<file path="src/sfy_pkg.sv">
// Shared constants and types for the supervisor flags and calendar year block
package sfy_pkg;

	localparam logic [7:0] ADDR_MONTH = 8'h07;
	localparam logic [7:0] ADDR_YEAR = 8'h08;
	localparam logic [7:0] ADDR_FLAGS = 8'h09;

	localparam int NUM_FLAGS = 4;
	localparam int FLAG_LSB = 4;
	localparam int FLAG_BACKUP_LOW = 0;
	localparam int FLAG_SUPPLY_FAIL = 1;
	localparam int FLAG_LATE_WD = 2;
	localparam int FLAG_EARLY_WD = 3;

	localparam logic [7:0] YEAR_RESET = 8'h00;
	localparam logic [7:0] MONTH_RESET = 8'h01;
	localparam logic [7:0] READ_ZERO = 8'h00;
	localparam logic [3:0] BCD_MAX_DIGIT = 4'h9;
	localparam logic [3:0] MONTH_TENS_MAX_UNITS = 4'h2;
	localparam logic [3:0] LOW_NIBBLE_ZERO = 4'h0;

	typedef struct packed {
		logic wrEn;
		logic rdEn;
		logic [7:0] addr;
		logic [7:0] wrData;
	} sfy_reg_req_t;

	typedef struct packed {
		logic earlyWdFault;
		logic lateWdFault;
		logic supplyBelowTrip;
		logic manualReset;
		logic onBackup;
		logic backupBelowMin;
	} sfy_supervisor_t;

endpackage : sfy_pkg

</file>
<file path="src/sfy_sticky_flag.sv">
// One retained status flag: hardware sets it, software clears it
`timescale 1ns/1ps
module sfy_sticky_flag
(
	input wire logic core_clk,
	input wire logic resetn,
	input wire logic setPulse,
	input wire logic clrPulse,
	output logic flag
);

	logic flag_reg;

	// A set arriving with a clear wins, so no event is lost
	always_ff @(posedge core_clk or negedge resetn)
	begin
		if (!resetn)
			flag_reg <= 1'b0;
		else if (setPulse)
			flag_reg <= 1'b1;
		else if (clrPulse)
			flag_reg <= 1'b0;
	end

	assign flag = flag_reg;

endmodule : sfy_sticky_flag

</file>
<file path="src/sfy_supervisor_regs.sv">
// Supervisor status flags and calendar month and year registers
//
// Operation
// - Supply-fail flag sets when reset output is active due to low main supply.
// - A manual reset request leaves the supply-fail flag unchanged.
// - Watchdog fault flags and supply-fail flag are independent; several may read set.
// - Supply-fail flag is retained, host read/write; device sets, host clears writing zero.
// - Backup-low flag sets when backup supply falls too low while running from it.
// - Month holds two BCD digits, range one to twelve, tens digit one bit.
`timescale 1ns/1ps
module sfy_supervisor_regs
(
	input wire logic core_clk,
	input wire logic resetn,
	input wire sfy_pkg::sfy_reg_req_t regReq,
	output logic [7:0] regRdData,
	output logic regRdValid,
	input wire logic resetOutN,
	input wire sfy_pkg::sfy_supervisor_t sup,
	output logic [sfy_pkg::NUM_FLAGS-1:0] flagsOut
);

	logic [sfy_pkg::NUM_FLAGS-1:0] flagSet;
	logic [sfy_pkg::NUM_FLAGS-1:0] flagClr;
	logic [sfy_pkg::NUM_FLAGS-1:0] flagVec;
	logic [7:0] year_reg;
	logic [7:0] month_reg;
	logic [7:0] rdData_reg;
	logic rdValid_reg;
	logic wrFlags;
	logic supplyTripReset;

	function automatic logic monthValid(input logic [7:0] v);
		logic ok;
		ok = 1'b0;
		if (v[7:5] == 3'b000)
		begin
			if (!v[4])
				ok = (v[3:0] != sfy_pkg::LOW_NIBBLE_ZERO) && (v[3:0] <= sfy_pkg::BCD_MAX_DIGIT);
			else
				ok = (v[3:0] <= sfy_pkg::MONTH_TENS_MAX_UNITS);
		end
		return ok;
	endfunction : monthValid

	function automatic logic yearValid(input logic [7:0] v);
		return (v[7:4] <= sfy_pkg::BCD_MAX_DIGIT) && (v[3:0] <= sfy_pkg::BCD_MAX_DIGIT);
	endfunction : yearValid

	assign wrFlags = regReq.wrEn && (regReq.addr == sfy_pkg::ADDR_FLAGS);

	// Only a supply-caused reset counts; a manual reset alone does not trip this
	assign supplyTripReset = !resetOutN && sup.supplyBelowTrip;

	always_comb
	begin
		flagSet = '0;
		flagSet[sfy_pkg::FLAG_BACKUP_LOW] = sup.onBackup && sup.backupBelowMin;
		flagSet[sfy_pkg::FLAG_SUPPLY_FAIL] = supplyTripReset;
		flagSet[sfy_pkg::FLAG_LATE_WD] = sup.lateWdFault;
		flagSet[sfy_pkg::FLAG_EARLY_WD] = sup.earlyWdFault;
	end

	// Writing one to a flag is ignored: software can only clear
	assign flagClr = wrFlags ?
		~regReq.wrData[sfy_pkg::FLAG_LSB +: sfy_pkg::NUM_FLAGS] : '0;

	// Each flag has its own storage, so causes never mask one another
	genvar gi;
	generate
		for (gi = 0; gi < sfy_pkg::NUM_FLAGS; gi++)
		begin : g_flag
			sfy_sticky_flag u_flag
			(
				.core_clk(core_clk),
				.resetn(resetn),
				.setPulse(flagSet[gi]),
				.clrPulse(flagClr[gi]),
				.flag(flagVec[gi])
			);
		end
	endgenerate

	assign flagsOut = flagVec;

	// Non-BCD year writes are dropped so the register always holds a legal year
	always_ff @(posedge core_clk or negedge resetn)
	begin
		if (!resetn)
			year_reg <= sfy_pkg::YEAR_RESET;
		else if (regReq.wrEn && (regReq.addr == sfy_pkg::ADDR_YEAR) && yearValid(regReq.wrData))
			year_reg <= regReq.wrData;
	end

	// Out-of-range months are dropped rather than folded into range
	always_ff @(posedge core_clk or negedge resetn)
	begin
		if (!resetn)
			month_reg <= sfy_pkg::MONTH_RESET;
		else if (regReq.wrEn && (regReq.addr == sfy_pkg::ADDR_MONTH) && monthValid(regReq.wrData))
			month_reg <= regReq.wrData;
	end

	always_ff @(posedge core_clk or negedge resetn)
	begin
		if (!resetn)
		begin
			rdData_reg <= sfy_pkg::READ_ZERO;
			rdValid_reg <= 1'b0;
		end
		else
		begin
			rdValid_reg <= regReq.rdEn;
			if (regReq.rdEn)
			begin
				case (regReq.addr)
					sfy_pkg::ADDR_FLAGS: rdData_reg <= {flagVec, 4'h0};
					sfy_pkg::ADDR_YEAR: rdData_reg <= year_reg;
					sfy_pkg::ADDR_MONTH: rdData_reg <= month_reg;
					default: rdData_reg <= sfy_pkg::READ_ZERO;
				endcase
			end
		end
	end

	assign regRdData = rdData_reg;
	assign regRdValid = rdValid_reg;

	// Per-flag checks: an event beats a same-cycle clear, and only a host zero clears
	generate
		for (gi = 0; gi < sfy_pkg::NUM_FLAGS; gi++)
		begin : g_flag_chk

		end
	endgenerate
endmodule : sfy_supervisor_regs

</file>
<file path="config.mk">
export PLATFORM = sky130hd
export DESIGN_NAME = sfy_supervisor_regs
export DESIGN_NICKNAME = d
export VERILOG_FILES = /design/src/sfy_pkg.sv /design/src/sfy_sticky_flag.sv /design/src/sfy_supervisor_regs.sv
export SDC_FILE = /design/constraint.sdc
export NUM_CORES = 1
export LEC_CHECK = 0
export BUFFER_PORTS_ARGS = -buffer_cell sky130_fd_sc_hd__buf_2
export CORE_MARGIN = 5
export CORE_UTILIZATION = 25
export CTS_CLUSTER_DIAMETER = 100
export DETAILED_ROUTE_END_ITERATION = 10
export PLACE_DENSITY = 0.44
export SLEW_MARGIN = 0
export SYNTH_ARGS = -nofsm -noshare
export SYNTH_HDL_FRONTEND = slang
export SYNTH_SLANG_ARGS = --single-unit
</file>
<file path="constraint.sdc">
create_clock -name core_clk -period 1.8 [get_ports core_clk]
set_input_delay 0.27 -clock core_clk [delete_from_list [all_inputs] [get_ports core_clk]]
set_output_delay 0.27 -clock core_clk [all_outputs]
set_load 0.05 [all_outputs]
</file>
==> key figures <==
Routing
  • Vias per cell: 4.398
  • Routed len/inst: 14.02 um
  • First-pass iteration count of the detailed router: 4
  • Routed Antenna Nets: 0
  • Vias: 1038
  • Starting DRT DRC Count: 67
  • WL final: roughly 3300 um
  • DRC: 0

Global route
  • Largest net degree at the start of global routing: 30
  • Overflow after GRT: 0
  • First-pass GRT wire length: 5616 um
  • Vias in the first global route: about 1.1k
  • Initial antenna violation count: 0
  • GRT Util Overall: 0.1022

STA
  • Fin. max-slew vios: 0
  • Fmax: ~0.66 GHz
  • Clock Skews: approximately 0.0087 ns
  • Worst-margin pin slew: 0.6724 ns
  • RSZ-0062 raised after global routing: false
  • Hold_ws: 0.02754 ns
  • Slew HR: 0.5517
  • Final period utilization: 0.8370
  • Post-layout min period: 1.507 ns
  • Final number of hold-violating endpoints: 0
  • Final setup vio count: 0

Final layout
  • Area growth, synth to finish: 28.65%
  • Final instance area: approximately 0.0018 mm2
  • Post-Route Utilization: 0.3264
  • # diodes: 0
  • Non-filler cells, final: around 240
  • Final #Nets: 190
  • Fill count: 575
  • Commonest non-fill, non-tap cell in the layout: buf_2
  • Share of post-route cells with drive strength above 1: 0.4451
  • Commonest cells after routing, fill and taps aside: 38 x buf_2, 28 x dfrtp_1, 12 x buf_4

Yosys
  • Synthesized area per cell: 12.03 um2
  • Cell taking the most area after synthesis: dfrtp_1
  • Net count after synthesis: 141
  • Post-synth EDFFs: 0
  • Post-synthesis register bit count: 29
  • Yosys warns: 0
  • Register area share after synthesis: 0.5301
  • Synthesized area: 0.001371 mm2
  • Synth top area share: 0.5109
  • Synth cell types: 39
  • Prevailing post-synth register cell: dfrtp_1
  • Async set-reset flop share out of synthesis: 1.000
  • Cells after synthesis: between 100 and 150
  • Synth top area cells: dfrtp_1 51%, mux2_2 6.6%, a22oi_1 4.4%

Worst setup path
  • Crit path kind: primary input to flop
  • Worst setup SP type: primary input
  • Crit path DAT: 1.67 ns
  • Crit-path max FO: 4
  • Worst setup EP type: flop
  • Reg2reg path depth: 3
  • R2R Setup Slk: 0.71 ns
  • Crit path required time: 1.97 ns

Worst hold path
  • Hold Crit Class: primary input to async pin

Clocking
  • CTS tree: built
  • Setup repair bufs after CTS: 0
  • Clk sink count: 29
  • Clk buf depth: 2
  • CTS resizes: 0
  • CTS H-Tree Depth: 2
  • Total clock buffers created by CTS: 5
  • Clk_lat worst skew: 0.28 ns
  • Clock-pin slew on the worst setup and hold paths: 0.07 ns
  • Root buffer cell: clkbuf_8
  • CTS Hold Bufs: 0

Placed design
  • Placed Cells: 228
  • DP Area: 0.001682 mm2
  • GPL Wtd Cong: ~0.74
  • Hpwl dp: 2698 um
  • Input/output buffers: 38

Floorplan
  • Die Span Y: 84.06 um
  • Die area: 0.007066 mm2
  • Row count: 27
  • I/O Pins: 40
  • DIE WIDTH: 84.06 um
  • Initial Util: 0.2537
  • Core Box Area: 0.005405 mm2

Job
  • Max-cap violations: 0

Pwr
  • Total design power: 1.276 mW
  • Pwr/cell area: just over 700 mW/mm2
  • Leak: 0.8353 nW
  • Worst vdd ir: 0.2505 mV

Outcome
  • Status: finished clean
cells in the mapped netlist, types with 2 or more instances:
cell / instances
dfrtp_1: 28
inv_1: 9
a22oi_1: 8
mux2_2: 8
o21ai_0: 7
buf_4: 6
o22ai_1: 6
nor2b_1: 5
mux2_4: 4
nand2_1: 3
a31oi_1: 2
per-layer routing:
layer / vias to the layer above / track usage / share of wire
li1: 515 / - / -
met1: 503 / 0.1230 / 0.44
met2: 18 / 0.1643 / 0.51
met3: 2 / 0.03850 / 0.045
met4: 0 / 0.03947 / 0.0070
met5: - / 0 / 0
path summary, 6_finish.rpt:
check	to	from
min in group core_clk	g_flag[3].u_flag.flag$_DFFE_PN0P_	sup[5]
min reg2reg	month_reg[6]$_DFFE_PN0P_	month_reg[6]$_DFFE_PN0P_
max reg2reg	regRdData[7]$_DFFE_PN0P_	g_flag[3].u_flag.flag$_DFFE_PN0P_
max	month_reg[3]$_DFFE_PN0P_	regReq[6]
min	year_reg[1]$_DFFE_PN0P_	resetn
max in group asynchronous	regRdValid$_DFF_PN0_	resetn
worst max-delay path, stage by stage:
cell,delay [ns]
buf_2,0.12
nor4b_1,0.38
o2111a_1,0.26
nor2b_1,0.18
buf_4,0.18
mux2_4,0.29
logic make-up after synthesis:
| group | after synthesis | synth area share |
|---|---|---|
| AO/OA/AOI/OAI | 31 | 0.1515 |
| flip-flops | 29 | 0.5301 |
| AND/OR/NAND/NOR | 24 | 0.1323 |
| buffers and inverters | 17 | 0.06842 |
| multiplexers | 13 | 0.1177 |
report_power, final:
part	switching [mW]	leakage (nW)	internal, mW
registers	0.00341	0.378	0.659
clock network	0.242	0.0450	0.267
logic	0.0602	0.413	0.0440
total	0.306	0.835	0.970
per-stage QoR:
stage	TNS, ns	setup slack [ns]
6_report	0	0.2933
5_1_grt	0	0.2556
3_5_place_dp	-0.07670	-0.02825
2_1_floorplan	0	0.1862
4_1_cts	0	0.2637
3_3_place_gp	-0.05217	-0.01800
layout make-up:
class                      instances  area [um2]  share of cell area
sequential                        29       726.9              0.4121
multi-input combinational         68       550.5              0.3121
timing repair buffer              50       280.3              0.1589
tap                               72       90.09             0.05106
clock buffer                       6       72.57             0.04113
inverter                           9       33.78             0.01915
clock inverter                     2       10.01            0.005674
(Power assumes the default switching activity.)
